[src/pkg/hssp_defines.vh]
// Purpose: constants of the host serial system port
// Assumes: 100 MHz system clock
// Notes: offsets are short-form register addresses
`ifndef HSSP_DEFINES_VH
`define HSSP_DEFINES_VH

// register offsets
`define HSSP_REG_RESET_CTRL   6'h00
`define HSSP_REG_FSM_RESET    6'h01
`define HSSP_REG_OP_STATE     6'h02
`define HSSP_REG_DEV_COND     6'h03
`define HSSP_REG_FLAGS_SYS    6'h04
`define HSSP_REG_FLAGS_MISC   6'h07
`define HSSP_REG_EN_SYS       6'h08
`define HSSP_REG_EN_MISC      6'h0b
`define HSSP_REG_PIN_CTRL     6'h0c
`define HSSP_REG_PIN_DIR_DATA 6'h0d
`define HSSP_REG_PIN_POL_TRIG 6'h0e
`define HSSP_REG_PIN_PULL     6'h0f

// writable bits, reserved bits read zero
`define HSSP_WMASK_RESET_CTRL 8'h3f
`define HSSP_WMASK_FSM_RESET  8'h1f
`define HSSP_WMASK_OP_STATE   8'h7f
`define HSSP_WMASK_SYS        8'h36
`define HSSP_WMASK_TX         8'hff
`define HSSP_WMASK_RX         8'hef
`define HSSP_WMASK_MISC       8'hff
`define HSSP_WMASK_PIN_CTRL   8'h4f
`define HSSP_WMASK_PIN_DIR    8'hf7
`define HSSP_WMASK_PIN_POL    8'h77
`define HSSP_WMASK_PIN_PULL   8'h77
`define HSSP_RESET_VALUE      8'h00

// field positions
`define HSSP_BIT_READY        5
`define HSSP_BIT_GIE          6
`define HSSP_BIT_IRQ_PEND     4
`define HSSP_BIT_PIN_EN       7
`define HSSP_BIT_INIT_DONE    7
`define HSSP_BIT_CAL_BUSY     4
`define HSSP_BIT_DEEP_SLEEP   2

// command byte
`define HSSP_CMD_LONG_BIT     7
`define HSSP_CMD_LONG_WR_BIT  6

// calibration time after reset release
`define HSSP_CLK_PERIOD_NS    10
`define HSSP_CAL_TIME_NS      20000
`define HSSP_CAL_CYCLES       ((`HSSP_CAL_TIME_NS + `HSSP_CLK_PERIOD_NS - 1) / `HSSP_CLK_PERIOD_NS)

`endif

[src/rtl/hssp_system_port.v]
// Purpose: host serial port, interrupt pin and three general pins
// Assumes: serial pins, reset pin and pins are asynchronous, two-flop synced
// Notes: link clock is oversampled; host sck period must exceed 8 system clocks
//
// How it works
// interrupt pin driven low when pending
// only enabled, globally unmasked flags assert pin
// per-pin direction bit at 0x0D
// data bits read levels, write output levels
// per-pin interrupt edge polarity at 0x0E
// per-pin schmitt enable filters inputs
// four-bit monitor select routes internal signals
// slave mode 0,0, sck idles low
// host holds chip select low whole transfer
// sample data in on sck rise
// change data out on sck fall
// data out released in deep sleep
// short form: one byte, first 64 registers
// long form: two address bytes, whole map
// reset pin low resets, release starts calibration
// ready flag set when calibration ends
// command byte carries direction and address form
// reserved bits read zero, ignore writes
`timescale 1ns/1ps
`include "hssp_defines.vh"

module hssp_system_port #(
  parameter CAL_CYCLES = `HSSP_CAL_CYCLES,
  parameter MON_WIDTH = 48
) (
  input wire clk_i,
  input wire rst_i,
  input wire reset_n_i,
  input wire cs_n_i,
  input wire sck_i,
  input wire sdi_i,
  input wire [2:0] pin_i,
  input wire [31:0] evt_i,
  input wire [MON_WIDTH-1:0] mon_i,
  input wire deep_sleep_i,
  output reg sdo_o,
  output reg sdo_oe_n_o,
  output reg int_n_o,
  output reg [2:0] pin_o,
  output reg [2:0] pin_oe_n_o
);

  localparam ST_CMD = 3'b001;
  localparam ST_ADRL = 3'b010;
  localparam ST_DATA = 3'b100;

  // synchronisers: stage one feeds stage two only
  reg [6:0] sync1;
  reg [6:0] sync2;
  reg sck_d;
  wire cs_s = sync2[0];
  wire sck_s = sync2[1];
  wire sdi_s = sync2[2];
  wire rst_pin_n_s = sync2[3];
  wire [2:0] pin_s = sync2[6:4];
  wire sck_rise = sck_s & ~sck_d;
  wire sck_fall = ~sck_s & sck_d;

  always @(posedge clk_i or posedge rst_i) begin
    if (rst_i) begin
      // idle levels: deselected and reset pin high, so no false soft reset
      sync1 <= 7'h09;
      sync2 <= 7'h09;
      sck_d <= 1'b0;
    end else begin
      sync1 <= {pin_i, reset_n_i, sdi_i, sck_i, cs_n_i};
      sync2 <= sync1;
      sck_d <= sck_s;
    end
  end

  // register storage
  reg [7:0] reset_ctrl;
  reg [7:0] fsm_reset;
  reg [7:0] op_state;
  reg [7:0] flags [0:3];
  reg [7:0] enables [0:3];
  reg [7:0] pin_ctrl;
  reg [7:0] pin_dir_data;
  reg [7:0] pin_pol_trig;
  reg [7:0] pin_pull;
  reg [2:0] pin_lvl;
  reg [2:0] pin_prev;
  reg [2:0] pin_lvl_d;
  reg cal_busy;
  reg init_done;
  reg [31:0] cal_cnt;

  function [7:0] wmask;
    input [1:0] idx;
    begin
      case (idx)
        2'd0: wmask = `HSSP_WMASK_SYS;
        2'd1: wmask = `HSSP_WMASK_TX;
        2'd2: wmask = `HSSP_WMASK_RX;
        default: wmask = `HSSP_WMASK_MISC;
      endcase
    end
  endfunction

  wire pending = |(flags[0] & enables[0]) | |(flags[1] & enables[1]) |
                 |(flags[2] & enables[2]) | |(flags[3] & enables[3]);

  // read view; everything above the implemented block reads zero
  function [7:0] reg_read;
    input [13:0] a;
    begin
      reg_read = 8'h00;
      if (a[13:4] != 10'h000) begin
        reg_read = 8'h00;
      end else if (a[3:0] == `HSSP_REG_RESET_CTRL) begin
        reg_read = reset_ctrl;
      end else if (a[3:0] == `HSSP_REG_FSM_RESET) begin
        reg_read = fsm_reset;
      end else if (a[3:0] == `HSSP_REG_OP_STATE) begin
        reg_read = op_state;
      end else if (a[3:0] == `HSSP_REG_DEV_COND) begin
        reg_read = {init_done, 2'b00, cal_busy, 1'b0, deep_sleep_i, 2'b00};
      end else if (a[3:2] == 2'b01) begin
        reg_read = flags[a[1:0]];
      end else if (a[3:2] == 2'b10) begin
        reg_read = enables[a[1:0]];
      end else if (a[3:0] == `HSSP_REG_PIN_CTRL) begin
        reg_read = {1'b0, pin_ctrl[`HSSP_BIT_GIE], 1'b0, pending, pin_ctrl[3:0]};
      end else if (a[3:0] == `HSSP_REG_PIN_DIR_DATA) begin
        reg_read = {pin_dir_data[7:4], 1'b0, pin_lvl};
      end else if (a[3:0] == `HSSP_REG_PIN_POL_TRIG) begin
        reg_read = pin_pol_trig;
      end else begin
        reg_read = pin_pull;
      end
    end
  endfunction

  // serial engine
  reg [2:0] state;
  reg [2:0] bit_cnt;
  reg [6:0] sh_in;
  reg [7:0] tx_sh;
  reg [13:0] addr;
  reg is_write;
  wire [7:0] rx_byte = {sh_in, sdi_s};
  wire byte_done = ~cs_s & sck_rise & (bit_cnt == 3'd7);
  wire wr_en = byte_done & state[2] & is_write;
  wire [13:0] next_addr = addr + 14'h0001;
  reg [13:0] rd_addr;

  always @* begin
    if (state[0]) begin
      rd_addr = {8'h00, rx_byte[6:1]};
    end else if (state[1]) begin
      rd_addr = {addr[13:8], rx_byte};
    end else begin
      rd_addr = next_addr;
    end
  end

  always @(posedge clk_i or posedge rst_i) begin
    if (rst_i) begin
      state <= ST_CMD;
      bit_cnt <= 3'd0;
      sh_in <= 7'h00;
      tx_sh <= 8'h00;
      addr <= 14'h0000;
      is_write <= 1'b0;
      sdo_o <= 1'b0;
    end else if (cs_s) begin
      state <= ST_CMD;
      bit_cnt <= 3'd0;
      tx_sh <= 8'h00;
      sdo_o <= 1'b0;
    end else if (sck_rise) begin
      sh_in <= rx_byte[6:0];
      bit_cnt <= bit_cnt + 3'd1;
      if (bit_cnt == 3'd7) begin
        tx_sh <= reg_read(rd_addr);
        case (state)
          ST_CMD: begin
            if (!rx_byte[`HSSP_CMD_LONG_BIT]) begin
              addr <= rd_addr;
              is_write <= rx_byte[0];
              state <= ST_DATA;
            end else begin
              addr <= {rx_byte[5:0], 8'h00};
              is_write <= rx_byte[`HSSP_CMD_LONG_WR_BIT];
              state <= ST_ADRL;
            end
          end
          ST_ADRL: begin
            addr <= rd_addr;
            state <= ST_DATA;
          end
          default: begin
            addr <= next_addr;
            state <= ST_DATA;
          end
        endcase
      end
    end else if (sck_fall) begin
      sdo_o <= tx_sh[7];
      tx_sh <= {tx_sh[6:0], 1'b0};
    end
  end

  // register writes, flags, calibration
  wire soft_rst = ~rst_pin_n_s;
  wire [13:0] wa = addr;
  wire [7:0] wd = rx_byte;
  wire hit_low = wr_en & (wa[13:4] == 10'h000);
  wire [2:0] pin_rise = pin_lvl & ~pin_lvl_d;
  wire [2:0] pin_fall = ~pin_lvl & pin_lvl_d;
  wire [2:0] pin_evt = (pin_pol_trig[6:4] & pin_rise) | (~pin_pol_trig[6:4] & pin_fall);
  wire ready_evt = cal_busy & (cal_cnt == CAL_CYCLES - 1);
  reg [7:0] set_bits [0:3];
  integer i;
  integer j;

  always @* begin
    set_bits[0] = evt_i[7:0];
    set_bits[0][`HSSP_BIT_READY] = evt_i[`HSSP_BIT_READY] | ready_evt;
    set_bits[1] = evt_i[15:8];
    set_bits[2] = evt_i[23:16];
    set_bits[3] = {evt_i[31:27], evt_i[26:24] | pin_evt};
  end

  always @(posedge clk_i or posedge rst_i) begin
    if (rst_i) begin
      reset_ctrl <= `HSSP_RESET_VALUE;
      fsm_reset <= `HSSP_RESET_VALUE;
      op_state <= `HSSP_RESET_VALUE;
      pin_ctrl <= `HSSP_RESET_VALUE;
      pin_dir_data <= `HSSP_RESET_VALUE;
      pin_pol_trig <= `HSSP_RESET_VALUE;
      pin_pull <= `HSSP_RESET_VALUE;
      for (i = 0; i < 4; i = i + 1) begin
        flags[i] <= `HSSP_RESET_VALUE;
        enables[i] <= `HSSP_RESET_VALUE;
      end
      cal_busy <= 1'b1;
      init_done <= 1'b0;
      cal_cnt <= 32'd0;
    end else if (soft_rst) begin
      reset_ctrl <= `HSSP_RESET_VALUE;
      fsm_reset <= `HSSP_RESET_VALUE;
      op_state <= `HSSP_RESET_VALUE;
      pin_ctrl <= `HSSP_RESET_VALUE;
      pin_dir_data <= `HSSP_RESET_VALUE;
      pin_pol_trig <= `HSSP_RESET_VALUE;
      pin_pull <= `HSSP_RESET_VALUE;
      for (i = 0; i < 4; i = i + 1) begin
        flags[i] <= `HSSP_RESET_VALUE;
        enables[i] <= `HSSP_RESET_VALUE;
      end
      cal_busy <= 1'b1;
      init_done <= 1'b0;
      cal_cnt <= 32'd0;
    end else begin
      if (cal_busy) begin
        cal_cnt <= cal_cnt + 32'd1;
        if (ready_evt) begin
          cal_busy <= 1'b0;
          init_done <= 1'b1;
        end
      end
      // flag clears by writing zero; a same-cycle event still sets
      for (i = 0; i < 4; i = i + 1) begin
        if (hit_low && wa[3:2] == 2'b01 && wa[1:0] == i[1:0]) begin
          flags[i] <= ((flags[i] & wd) | set_bits[i]) & wmask(i[1:0]);
        end else begin
          flags[i] <= (flags[i] | set_bits[i]) & wmask(i[1:0]);
        end
        if (hit_low && wa[3:2] == 2'b10 && wa[1:0] == i[1:0]) begin
          enables[i] <= wd & wmask(i[1:0]);
        end
      end
      if (hit_low) begin
        if (wa[3:0] == `HSSP_REG_RESET_CTRL) begin
          reset_ctrl <= wd & `HSSP_WMASK_RESET_CTRL;
        end else if (wa[3:0] == `HSSP_REG_FSM_RESET) begin
          fsm_reset <= wd & `HSSP_WMASK_FSM_RESET;
        end else if (wa[3:0] == `HSSP_REG_OP_STATE) begin
          op_state <= wd & `HSSP_WMASK_OP_STATE;
        end else if (wa[3:0] == `HSSP_REG_PIN_CTRL) begin
          pin_ctrl <= wd & `HSSP_WMASK_PIN_CTRL;
        end else if (wa[3:0] == `HSSP_REG_PIN_DIR_DATA) begin
          pin_dir_data <= wd & `HSSP_WMASK_PIN_DIR;
        end else if (wa[3:0] == `HSSP_REG_PIN_POL_TRIG) begin
          pin_pol_trig <= wd & `HSSP_WMASK_PIN_POL;
        end else if (wa[3:0] == `HSSP_REG_PIN_PULL) begin
          pin_pull <= wd & `HSSP_WMASK_PIN_PULL;
        end
      end
    end
  end

  // input filter: with schmitt on, a level must hold two samples to pass
  always @(posedge clk_i or posedge rst_i) begin
    if (rst_i) begin
      pin_prev <= 3'b000;
      pin_lvl <= 3'b000;
      pin_lvl_d <= 3'b000;
    end else begin
      pin_prev <= pin_s;
      pin_lvl_d <= pin_lvl;
      for (j = 0; j < 3; j = j + 1) begin
        if (!pin_pol_trig[j] || pin_s[j] == pin_prev[j]) begin
          pin_lvl[j] <= pin_s[j];
        end
      end
    end
  end

  // pin outputs and interrupt line, all registered
  wire [3:0] mon_sel = pin_ctrl[3:0];
  wire [5:0] mon_base = {1'b0, mon_sel, 1'b0} + {2'b00, mon_sel};
  wire [2:0] mon_bits = mon_i[mon_base +: 3];

  always @(posedge clk_i or posedge rst_i) begin
    if (rst_i) begin
      int_n_o <= 1'b1;
      pin_o <= 3'b000;
      pin_oe_n_o <= 3'b111;
      sdo_oe_n_o <= 1'b1;
    end else begin
      int_n_o <= ~(pin_ctrl[`HSSP_BIT_GIE] & pending);
      pin_o <= (mon_sel == 4'h0) ? pin_dir_data[2:0] : mon_bits;
      pin_oe_n_o <= ~({3{pin_dir_data[`HSSP_BIT_PIN_EN]}} & ~pin_dir_data[6:4]);
      sdo_oe_n_o <= cs_s | deep_sleep_i;
    end
  end

endmodule // hssp_system_port

[config.mk]
export PLATFORM = sky130hd
export DESIGN_NAME = hssp_system_port
export DESIGN_NICKNAME = d
export VERILOG_FILES = /design/src/rtl/hssp_system_port.v
export VERILOG_INCLUDE_DIRS = /design/src /design/src/pkg
export SDC_FILE = /design/constraint.sdc
export NUM_CORES = 1
export LEC_CHECK = 0
export BUFFER_PORTS_ARGS = -buffer_cell sky130_fd_sc_hd__buf_4
export CAP_MARGIN = 25
export CORE_MARGIN = 10
export CORE_UTILIZATION = 40
export CTS_CLUSTER_SIZE = 12
export DETAILED_ROUTE_END_ITERATION = 10
export PLACE_DENSITY = 0.57
export SETUP_SLACK_MARGIN = 0.02
export SYNTH_ARGS = -nofsm -noshare
export SYNTH_HDL_FRONTEND = slang
export SYNTH_SLANG_ARGS = --single-unit
export TNS_END_PERCENT = 10
[constraint.sdc]
create_clock -name clk_i -period 16.7 [get_ports clk_i]
set_input_delay 1.67 -clock clk_i [delete_from_list [all_inputs] [get_ports clk_i]]
set_output_delay 1.67 -clock clk_i [all_outputs]
set_load 0.01 [all_outputs]
==> impl_results.md, run 1 <==
* Drc violations at 0
* Max Transition Viols Final at 0
* Power per cell area at about 100 nW/um^2
* Total Nets Final at 1344
* Synth top area cells: dfrtp_1 (40%), mux4_2 (7.2%), nand2_1 (4.5%), mux2_2 (3.6%), mux2i_1 (3.3%)
* Slowest CP cell: o21ai_4
* First-pass GRT wire length at ~55 mm
* Critical Path Source Type: flop
* Diodes inserted at 0
* Synth Instances at between 1000 and 1500
* Cts-stage hold buffer count at 0
* Total power at 1.364 mW
* Design area at about 13000 um^2
* Worst vdd ir at 59.69 uV
* Clock latency on the worst-skew pair at 0.46 ns
* Slew Limit Headroom at 0.3290
* Via count normalized by instance count at approximately 5.8
* Die Ht at 192.1 um
* Layout cells sized above 1 at 0.2011
* Iteration count of the initial detailed-routing pass at 5
* Starting DRT DRC Count at just over 800
* Synth warn at 0
* WHS Path Cells at 0
* Core footprint at 28940 um^2
* Final Routed Wirelength at between 30 and 40 mm
* Bufs on Longest Clock Path at 2
* H-tree Lvls at 4
* Status: finished, final reports clean
* Inserted Clock Buffers at 17
* Lkg Pwr at 5.536 nW
* Setup violators final at 0
* Crit-path max cell delay at 0.71 ns
* Seq/Total Area, Yosys at 0.4217
* Initial antenna violation count at 0
* Clock Skew at 0.02270 ns
* Full die area at 36890 um^2
* Initial Util at 0.4093
* Rows at 62
* Clk pin slew, worst setup/hold paths at 0.08 ns
* Hold Path End: sync2[5]$_DFF_PP0_
* Highest clock rate at 289.1 MHz
* Fin crit period at around 3.5 ns
* Final hold slack at around 0.35 ns
* HP Start: sync1[5]$_DFF_PP0_
* WP data required at 17.01 ns
* Worst setup EP type: flop
* Most frequent cell after synthesis: dfrtp_1
* Critical Path AT at ~3.8 ns
* IO Port Bufs at 93
* Worst min-delay path category: flop to flop
* Area after DPL at 12750 um^2
* WP buf/inv at 1
* Capturing point of the worst reg2reg path: tx_sh[3]$_DFFE_PP0P_
* Max-cap violations at 0
* Number of global-route vias before repair at 9442
* Synthesis-stage register bit count at slightly below 200
* RePlAce Congestion at ~0.9
* Register-to-register setup slack at 13.24 ns
* Top cell type's share of synthesized area at 0.3973
* Mean Syn Cell Area at 9.894 um^2
* Largest net degree at the start of global routing at 141
* Post-CTS Resized at 0
* Synth Flop Type: dfrtp_1
* Global-route usage over all layers at 0.1881
* WS Path Type: flop to flop
* Final ANT Viol Nets at 0
* CP max FO at 26
* Vias at 9523
* Detail Placement HPWL at roughly 24 mm
* Worst r2r src: addr[0]$_DFFE_PP0P_
* Async SR Flop Fraction at 1.000
* Worst-Margin Slew at 1.006 ns
* RSZ-0062 raised after global routing: false
* Post-CTS setup buffer count at 0
* Synth cell count leaders: dfrtp_1 (188), nand2_1 (142), nor2_1 (70)
* Clock Tree Root: clkbuf_16
* Setup TNS at 0 ns
* Layout area overhead at 13.13%
* Post-synth EDFFs at 0
* Tcrit/Tclk final at 0.2071
* Largest area contributor in the netlist: dfrtp_1
* IO Pins at 99
* Ordered list of cells on the worst path: inv_1 > ha_1 > mux2_2 > o21ai_4 > nor2_1 > a221oi_1 > o21ai_1 > a32oi_1 > a21oi_1
* R2R depth at 9
* TritonCTS clock tree: yes
* Clk sinks at a little under 200
* Post-synthesis cell area at 11840 um^2
* Synth cell types at 81
* Hold Vio Cnt, Final at 0
* Die Span X at around 190 um
* Syn Nets at 1301
* DR WL/cell at 21.04 um
* Grt ovf at 0
* Delay-heaviest family, CP: compound AO/OA/AOI/OAI gates
[layer usage]
metal,routed length [um],global-route usage
met1,15630,0.2571
met2,16600,0.3011
met3,1590,0.03264
met4,613,0.05188
met5,0,0
[worst reg2reg max path: cells and delay by family (launching register included)]
kind	cells	cell delay, ns
multiplexers	1	0.31
adder cells (fa/ha/maj)	1	0.35
buffers and inverters	1	0.12
flip-flops	1	0.50
AND/OR/NAND/NOR	1	0.35
AO/OA/AOI/OAI	5	1.68
[logic make-up after synthesis]
group	after synthesis	share of synthesized area
flip-flops	199	0.4217
AO/OA/AOI/OAI	324	0.1866
multiplexers	115	0.1414
AND/OR/NAND/NOR	404	0.1719
buffers and inverters	109	0.03941
adder cells (fa/ha/maj)	14	0.01543
XOR/XNOR	32	0.02367
[power by group]
part,switching [mW],leakage (nW),total (mW),internal [mW]
Sequential,0.0660,2.61,0.582,0.516
Combinational,0.199,2.64,0.358,0.159
Clock,0.220,0.284,0.424,0.203
[worst max path at each step]
| stage | from | to | slack, ns | cells after the start |
|---|---|---|---|---|
| floorplan | rst_i | addr[0]$_DFFE_PP0P_ | 9.62 | 1 |
| global placement | pin_ctrl[0]$_DFFE_PP0P_ | pin_o[0]$_DFF_PP0_ | 13.08 | 8 |
| detailed placement | pin_ctrl[0]$_DFFE_PP0P_ | pin_o[0]$_DFF_PP0_ | 13.01 | 8 |
| CTS | pin_ctrl[0]$_DFFE_PP0P_ | pin_o[0]$_DFF_PP0_ | 12.99 | 8 |
| global route | addr[0]$_DFFE_PP0P_ | tx_sh[3]$_DFFE_PP0P_ | 13.05 | 9 |
| finish | addr[0]$_DFFE_PP0P_ | tx_sh[3]$_DFFE_PP0P_ | 13.24 | 9 |
[flip-flops by register name (all words and copies together), names as in the netlist, 3 cells and up]
| signal | flops |
|---|---|
| enables | 27 |
| bit_cnt | 3 |
| sh_in | 7 |
| pin_oe_n_o | 3 |
| pin_pull | 6 |
| op_state | 7 |
| tx_sh | 8 |
| pin_dir_data | 7 |
| pin_lvl | 3 |
| pin_o | 3 |
| fsm_reset | 5 |
| cal_cnt | 32 |
| pin_prev | 3 |
| addr | 14 |
| flags | 27 |
| sync2 | 7 |
| pin_ctrl | 5 |
| reset_ctrl | 6 |
| pin_pol_trig | 6 |
| pin_lvl_d | 3 |
| sync1 | 7 |
| state | 3 |
[through the flow]
stage | cells | setup WS (ns) | util
floorplan | 1197 | 9.623 | -
global placement | 1603 | 13.08 | 0.4405
detailed placement | 1603 | 13.01 | 0.4405
CTS | 1635 | 12.99 | 0.4614
global route | 1637 | 13.05 | 0.4630
finish | 1637 | 13.24 | 0.4630
[placed cells by master (no fill, tap or decap), types with 9 or more instances in the layout]
cell,instances
o22ai_1,17
ha_1,13
nand2_1,142
nand3_1,45
mux2_2,38
nor4_1,10
nor2b_1,17
dfstp_2,11
buf_4,104
mux2i_1,39
a21boi_1,16
a211oi_1,10
a21boi_0,27
clkbuf_16,17
xnor2_1,23
nor3_1,10
and2_1,35
o21ai_0,50
a22oi_1,14
o21a_1,52
xor2_1,9
nand2b_1,11
and3_1,10
inv_1,26
dfrtp_1,187
mux4_2,38
a31oi_1,9
nor2_1,70
nand4_1,12
a21oi_1,57
[layout make-up]
cell class	instances	area (um^2)
clock buffer	17	425.4
clock inverter	15	177.7
fill	2764	15540
inverter	27	108.9
multi-input combinational	889	6382
sequential	199	4995
tap	384	480.5
timing repair buffer	106	828.3
No activity file was read; power rests on OpenSTA's default activity.
==> run 2: changes to the inputs <==
--- a/config.mk
+++ b/config.mk
@@ -6,6 +6,7 @@
 export SDC_FILE = /design/constraint.sdc
 export NUM_CORES = 1
 export LEC_CHECK = 0
+export ABC_AREA = 1
 export BUFFER_PORTS_ARGS = -buffer_cell sky130_fd_sc_hd__buf_4
 export CAP_MARGIN = 25
 export CORE_MARGIN = 10
==> constraint.sdc (replaced) <==
create_clock -name clk_i -period 3.2 [get_ports clk_i]
set_input_delay 0.32 -clock clk_i [delete_from_list [all_inputs] [get_ports clk_i]]
set_output_delay 0.32 -clock clk_i [all_outputs]
set_load 0.01 [all_outputs]
==> run 2 against run 1 <==
Area after synthesis is 2.7% lower. Highest routed layer unchanged. Worst setup slack worse by 13 ns. Largest power group unchanged. Power grew to 5.0 times the previous value. Sequential share of layout area hardly changed.
==> impl_results.md, run 2 <==
* Mux contribution to synthesized area at 0.01314 (-0.1282)
* Clk pin slew, worst setup/hold paths at 0.08 ns (about the same)
* Post-Synth XOR/XNOR Area at 0.007600 (-0.01607)
* Sw power at 2.293 mW (+370%)
* Synth Instances at 1494 (+25%)
* Power per cell area at 514.4 nW/um^2 (+410%)
* Post-synth EDFFs at 0 (unchanged)
* Critical Path Source: addr[1]$_DFFE_PP0P_
* Fill cells at 2959 (+7.1%)
* Slew Limit Headroom at 0.3476 (+0.01857)
* Worst-Margin Slew at 0.9741 ns (-0.03240 ns)
* Sequential Power Share at 0.425 (about the same)
* Number of global-route vias before repair at 10077 (+6.7%)
* IO Pins at 99 (unchanged)
* Clock latency on the worst-skew pair at 0.45 ns (about the same)
* Clock power frac at 0.332 (+0.021)
* CP most frequent cell: nor2_1
* Lkg Pwr at 6.078 nW (+9.8%)
* Full die area at 36000 um^2 (-2.4%)
* Detail Placement HPWL at 26.30 mm (+11%)
* Synth top area cells: dfrtp_1 (41%), nand2_1 (12%), o21ai_0 (8.2%), inv_1 (5.2%), nor2_1 (3.9%)
* Max-cap violations at 0 (unchanged)
* Bufs on Longest Clock Path at 2 (unchanged)
* First-pass GRT wire length at 56.67 mm (+3.1%)
* TritonCTS clock tree: yes
* Biggest regs: cal_cnt: 32 flops, enables: 27 flops, flags: 27 flops
* Hold Vio Cnt, Final at 0 (unchanged)
* Async SR Flop Fraction at 1.000 (unchanged)
* CP max FO at 7 (-73%)
* Status: finished, final reports clean
* Initial Util at 0.4037 (-0.005616)
* Worst min-delay path category: input port to flop
* Total Nets Final at 1693 (+26%)
* Most frequent cells in the layout: nand2_1 (354), o21ai_0 (189), dfrtp_1 (187)
* DR WL/cell at 17.90 um (-15%)
* Iteration count of the initial detailed-routing pass at 5 (unchanged)
* Drc violations at 0 (unchanged)
* Initial antenna violation count at 0 (unchanged)
* Synth cell types at 68 (-16%)
* Total power at 6.887 mW (+400%)
* Post-synthesis cell area at 11520 um^2 (-2.7%)
* Critical Path Source Type: flop
* Comb power frac at 0.243 (-0.020)
* Highest clock rate at 358.0 MHz (+24%)
* Reg area at 4995 um^2 (unchanged)
* Final ANT Viol Nets at 0 (unchanged)
* Final hold slack at 0.09754 ns (-0.2524 ns)
* Largest register FFs at 32 (unchanged)
* Synth cell count leaders: nand2_1 (354), o21ai_0 (189), dfrtp_1 (188)
* Hold Path End: sdo_oe_n_o$_DFF_PP1_
* Worst setup EP type: flop
* Starting DRT DRC Count at 854 (+3.1%)
* Synthesis-stage register bit count at 199 (unchanged)
* Setup violators final at 0 (unchanged)
* Clk sinks at 199 (unchanged)
* Post-Synth Adder-Cell Area at 0.01585 (+0.0004271)
* Critical Path AT at 3.18 ns (-0.59 ns)
* Worst r2r src: addr[1]$_DFFE_PP0P_
* Largest area contributor in the netlist: dfrtp_1
* WP data required at 3.59 ns (-13.42 ns)
* Largest net degree at the start of global routing at 93 (-34%)
* Rows at 62 (unchanged)
* Setup TNS at 0 ns (unchanged)
* Inserted Clock Buffers at 17 (unchanged)
* Global-route usage over all layers at 0.1984 (+0.01032)
* Crit-path max cell delay at 0.45 ns (-0.26 ns)
* R2R depth at 13 (+4)
* Ordered list of cells on the worst path: ha_1 > inv_1 > nor2_2 > nand2_1 > nor2_1 > xor2_1 > a22oi_1 > nand3b_1 > nor2_1 > nand3_2 > nor2_1 > nand2_1 > a21oi_2
* Capturing point of the worst reg2reg path: tx_sh[6]$_DFFE_PP0P_
* Largest family of logic cells by synthesized area: simple AND/OR/NAND/NOR gates
* Synth Flop Type: dfrtp_1
* Core footprint at 28550 um^2 (-1.3%)
* Biggest register: cal_cnt
* Commonest non-fill, non-tap cell in the layout: nand2_1
* Die Ht at 189.7 um (-1.2%)
* Die Span X at 189.7 um (-1.2%)
* Slowest CP cell: dfrtp_1
* Via count normalized by instance count at 5.360 (-7.9%)
* Synth Area in Simple Gates at 0.2429 (+0.07099)
* Pint at 4.594 mW (+420%)
* H-tree Lvls at 4 (unchanged)
* Seq/Total Area, Yosys at 0.4333 (+0.01167)
* Grt ovf at 0 (unchanged)
* Vias at 10645 (+12%)
* Multi-input logic area at 5599 um^2 (-12%)
* WHS Path Cells at 2 (+2)
* Synth warn at 0 (unchanged)
* HP Start: deep_sleep_i
* Syn Nets at 1598 (+23%)
* Fin crit period at 2.793 ns (-0.6655 ns)
* Clock Tree Root: clkbuf_16
* Most frequent cell after synthesis: nand2_1
* Max Transition Viols Final at 0 (unchanged)
* Worst vdd ir at 392.1 uV (+560%)
* RSZ-0062 raised after global routing: false
* WS Path Type: flop to flop
* Sw Share at 0.3330 (-0.02314)
* Layout cells sized above 1 at 0.1442 (-0.05692)
* Mean Syn Cell Area at 7.713 um^2 (-22%)
* Clock Skew at 0.01609 ns (-0.006618 ns)
* Final Routed Wirelength at 35.55 mm (+3.2%)
* Synth Area in Compound Gates at 0.2062 (+0.01961)
* Diodes inserted at 0 (unchanged)
* Register-to-register setup slack at 0.41 ns (-12.83 ns)
* Tcrit/Tclk final at 0.8728 (+0.6657)
* Top cell type's share of synthesized area at 0.4083 (+0.01100)
* IO Port Bufs at 93 (unchanged)
* RePlAce Congestion at 0.9541 (+7.2%)
* Layout area overhead at 16.18%
## run 2: metrics by stage
step	cell area (um^2)	utilization	cells	setup WS (ns)
global placement	12690	0.4447	1946	0.3971
global route	13390	0.4690	1986	0.1105
CTS	13390	0.4689	1986	0.3120
finish	13390	0.4690	1986	0.4070
floorplan	11530	-	1494	0.3146
detailed placement	12690	0.4447	1946	0.3317
## run 2: final cells by class
cell class	count	area share
clock buffer	22	0.03467
clock inverter	10	0.01093
multi-input combinational	1064	0.4182
inverter	182	0.05374
timing repair buffer	125	0.07346
sequential	199	0.3731
tap	384	0.03589
## run 2: power by group through the flow
stage / Sequential (mW) / Combinational, mW / Clock, mW
floorplan: 2.89 / 1.12 / 0
global placement: 2.97 / 1.65 / 0
detailed placement: 2.97 / 1.66 / 0
CTS: 2.92 / 1.67 / 2.34
global route: 2.95 / 1.87 / 2.44
finish: 2.93 / 1.67 / 2.29
## run 2: critical path: cells and delay by family (launching register included)
| kind | cells | cell delay [ns] |
|---|---|---|
| AOI/OAI and AO/OA | 2 | 0.32 |
| xor gates and xnor gates | 1 | 0.10 |
| adders and majority gates | 1 | 0.23 |
| buffers and inverters | 1 | 0.09 |
| DFF | 1 | 0.45 |
| and+or+nand+nor | 8 | 1.55 |
## run 2: worst max path at each step
stage	to	slack, ns
floorplan	addr[0]$_DFFE_PP0P_	0.31
global placement	tx_sh[6]$_DFFE_PP0P_	0.40
detailed placement	tx_sh[6]$_DFFE_PP0P_	0.33
CTS	tx_sh[6]$_DFFE_PP0P_	0.31
global route	tx_sh[6]$_DFFE_PP0P_	0.11
finish	tx_sh[6]$_DFFE_PP0P_	0.41
## run 2: logic make-up after synthesis
kind of cell | count (synthesis)
AO/OA/AOI/OAI | 403
adder cells (fa/ha/maj) | 14
XOR/XNOR | 10
flip-flops | 199
AND/OR/NAND/NOR | 622
buffers and inverters | 231
multiplexers | 15
## run 2: routing by layer
layer  GRT usage  part of all wire  vias up
met3     0.02966             0.052       33
met1      0.2860              0.48     5106
met4     0.05098             0.016        0
met2      0.3047              0.45      296
li1            -                 -     5210
met5           0                 0        -
## run 2: repair_timing
item,4_1_cts,5_1_grt
hold buffers,8,0
setup endpoints to repair,0,5
setup buffers,0,0
resized for setup,0,1
endpoints found under the hold margin,23,0
==> run 3: changes to the inputs <==
==> constraint.sdc (replaced) <==
create_clock -name clk_i -period 3.3 [get_ports clk_i]
set_input_delay 0.33 -clock clk_i [delete_from_list [all_inputs] [get_ports clk_i]]
set_output_delay 0.33 -clock clk_i [all_outputs]
set_load 0.01 [all_outputs]
==> run 3 against run 2 <==
Design area fell by 0.12%. Sequential power fell by 3%. Critical endpoint is now pin_o[1]$_DFF_PP0_. Sequential share of layout area barely moved. First-iteration DRC count fell by 19%. Clock-buffer cell count fell by 1. Critical path type unchanged. Critical path depth fell by 6. Sequential cell count did not move. Cell count did not move.
==> impl_results.md, run 3 (synthesis results as in run 2) <==
* Status: finished, final reports clean
* Grt ovf at 0 (unchanged)
* Global-route usage over all layers at 0.1964 (-0.002057)
* Most frequent cells in the layout: nand2_1 (354), o21ai_0 (189), dfrtp_1 (187)
* Via count normalized by instance count at 5.316 (-0.83%)
* Biggest regs: cal_cnt: 32 flops, enables: 27 flops, flags: 27 flops
* Setup TNS at 0 ns (unchanged)
* Full die area at 36000 um^2 (unchanged)
* Pint at 4.380 mW (-4.6%)
* Comb power frac at 0.249 (+0.006)
* Clock Skew at 0.01151 ns (-0.004579 ns)
* CP max FO at 11 (+4)
* Initial antenna violation count at 0 (unchanged)
* Slew Limit Headroom at 0.3724 (+0.02483)
* Largest register FFs at 32 (unchanged)
* Register-to-register setup slack at 0.55 ns (+0.14 ns)
* R2R depth at 7 (-6)
* H-tree Lvls at 4 (unchanged)
* Layout area overhead at 16.04%
* Die Ht at 189.7 um (unchanged)
* Critical Path Source Type: flop
* Setup violators final at 0 (unchanged)
* Inserted Clock Buffers at 17 (unchanged)
* Post-CTS setup buffer count at 0 (unchanged)
* Layout cells sized above 1 at 0.1454 (+0.001248)
* First-pass GRT wire length at 56.20 mm (-0.83%)
* Diodes inserted at 0 (unchanged)
* Capturing point of the worst reg2reg path: pin_o[1]$_DFF_PP0_
* Total Nets Final at 1693 (unchanged)
* Post-Place Setup Slack at 0.4563 ns (+0.1247 ns)
* IO Port Bufs at 93 (unchanged)
* Die Span X at 189.7 um (unchanged)
* WS Path Type: flop to flop
* Sequential Power Share at 0.430 (+0.005)
* Worst setup EP type: flop
* Commonest non-fill, non-tap cell in the layout: nand2_1
* Placed insts at 1946 (unchanged)
* Detail Placement HPWL at 26.55 mm (+0.93%)
* Sw Share at 0.3342 (+0.001270)
* Final worst setup slack at 0.5486 ns (+0.1415 ns)
* Bufs on Longest Clock Path at 2 (unchanged)
* Fin cells at 1986 (unchanged)
* Drc violations at 0 (unchanged)
* Final Routed Wirelength at 35.40 mm (-0.43%)
* Fin crit period at 2.751 ns (-0.04154 ns)
* Clk pin slew, worst setup/hold paths at 0.07 ns (about the same)
* Clock Tree Root: clkbuf_16
* Number of global-route vias before repair at 10240 (+1.6%)
* DR WL/cell at 17.82 um (-0.43%)
* Fin util at 0.4684 (-0.0005700)
* TritonCTS clock tree: yes
* Starting DRT DRC Count at 694 (-19%)
* Iteration count of the initial detailed-routing pass at 5 (unchanged)
* Lkg Pwr at 6.078 nW (about the same)
* RSZ-0062 raised after global routing: false
* IO Pins at 99 (unchanged)
* Highest clock rate at 363.5 MHz (+1.5%)
* Power per cell area at 492.1 nW/um^2 (-4.4%)
* Biggest register: cal_cnt
* Initial Util at 0.4037 (unchanged)
* WP data required at 3.60 ns (about the same)
* Rows at 62 (unchanged)
* Core footprint at 28550 um^2 (unchanged)
* Clock power frac at 0.321 (-0.011)
* Largest net degree at the start of global routing at 60 (-35%)
* Max Transition Viols Final at 0 (unchanged)
* Clk sinks at 199 (unchanged)
* Critical Path AT at 3.05 ns (-0.13 ns)
* Final ANT Viol Nets at 0 (unchanged)
* Clock latency on the worst-skew pair at 0.44 ns (about the same)
* RePlAce Congestion at 0.9684 (+1.5%)
* Worst min-delay path category: input port to asynchronous set/reset pin
* Vias at 10557 (-0.83%)
* Worst-Margin Slew at 0.9315 ns (-0.04254 ns)
* Tcrit/Tclk final at 0.8338 (-0.03904)
* Worst vdd ir at 362.0 uV (-7.7%)
* Worst r2r src: pin_ctrl[1]$_DFFE_PP0P_
* Max-cap violations at 0 (unchanged)
* Sw power at 2.199 mW (-4.1%)
* Hold Vio Cnt, Final at 0 (unchanged)
## run 3: cell types whose count changed in the layout (fill, tap and decap cells not counted)
cell and delta:
dlygate4sd3_1 -1, bufinv_16 -1, clkbuf_1 -1, buf_12 +1, clkinvlp_4 -1, clkinv_2 +3
## run 3: worst max-delay path: stages (launching register included)
cell,delay (ns)
dfrtp_1,0.44
ha_1,0.25
fa_1,0.51
clkinv_1,0.32
o211ai_1,0.22
a21oi_1,0.08
o311ai_0,0.61
a31oi_1,0.16
## run 3: metal layers
| layer | vias up | global-route usage | share of wire |
|---|---|---|---|
| li1 | 5234 | - | - |
| met1 | 5030 | 0.2749 | 0.48 |
| met2 | 262 | 0.3092 | 0.45 |
| met3 | 31 | 0.03625 | 0.053 |
| met4 | 0 | 0.04426 | 0.013 |
| met5 | - | 0 | 0 |
## run 3: how the worst max path moves through the flow
stage,from,to,slack (ns),cells past startpoint
after CTS,addr[1]$_DFFE_PP0P_,tx_sh[6]$_DFFE_PP0P_,0.43,13
after global placement,addr[1]$_DFFE_PP0P_,tx_sh[6]$_DFFE_PP0P_,0.49,13
after global routing,addr[1]$_DFFE_PP0P_,tx_sh[5]$_DFFE_PP0P_,0.18,13
after floorplan,rst_i,addr[0]$_DFFE_PP0P_,0.40,1
after detailed placement,addr[1]$_DFFE_PP0P_,tx_sh[6]$_DFFE_PP0P_,0.46,13
final,pin_ctrl[1]$_DFFE_PP0P_,pin_o[1]$_DFF_PP0_,0.55,7
## run 3: final cells by class
class	instances	area (um^2)
fill	2961	15180
multi-input combinational	1064	5599
sequential	199	4995
timing repair buffer	125	993.5
inverter	182	719.4
tap	384	480.5
clock buffer	21	460.4
clock inverter	11	123.9
## run 3: power groups by stage
stage	logic, mW	registers, mW	clock network (mW)
2_1_floorplan	1.09	2.80	0
3_3_place_gp	1.61	2.87	0
6_report	1.64	2.83	2.11
3_5_place_dp	1.62	2.87	0
5_1_grt	1.83	2.85	2.25
4_1_cts	1.64	2.83	2.17
## run 3: timing repair
| item | in CTS | in global routing |
|---|---|---|
| endpoints found under the hold margin | 7 | 0 |
| endpoints found under the setup margin | 0 | 1 |
| hold buffers | 7 | 0 |
| gates resized for setup | 0 | 1 |
## run 3: stage by stage
step,cell area (um^2),hold WS [ns],power (mW)
2_1_floorplan,11530,0.3312,3.891
3_3_place_gp,12710,0.3349,4.485
3_5_place_dp,12710,0.3347,4.494
4_1_cts,13360,0.05469,6.634
5_1_grt,13370,0.08849,6.934
6_report,13370,0.03667,6.580
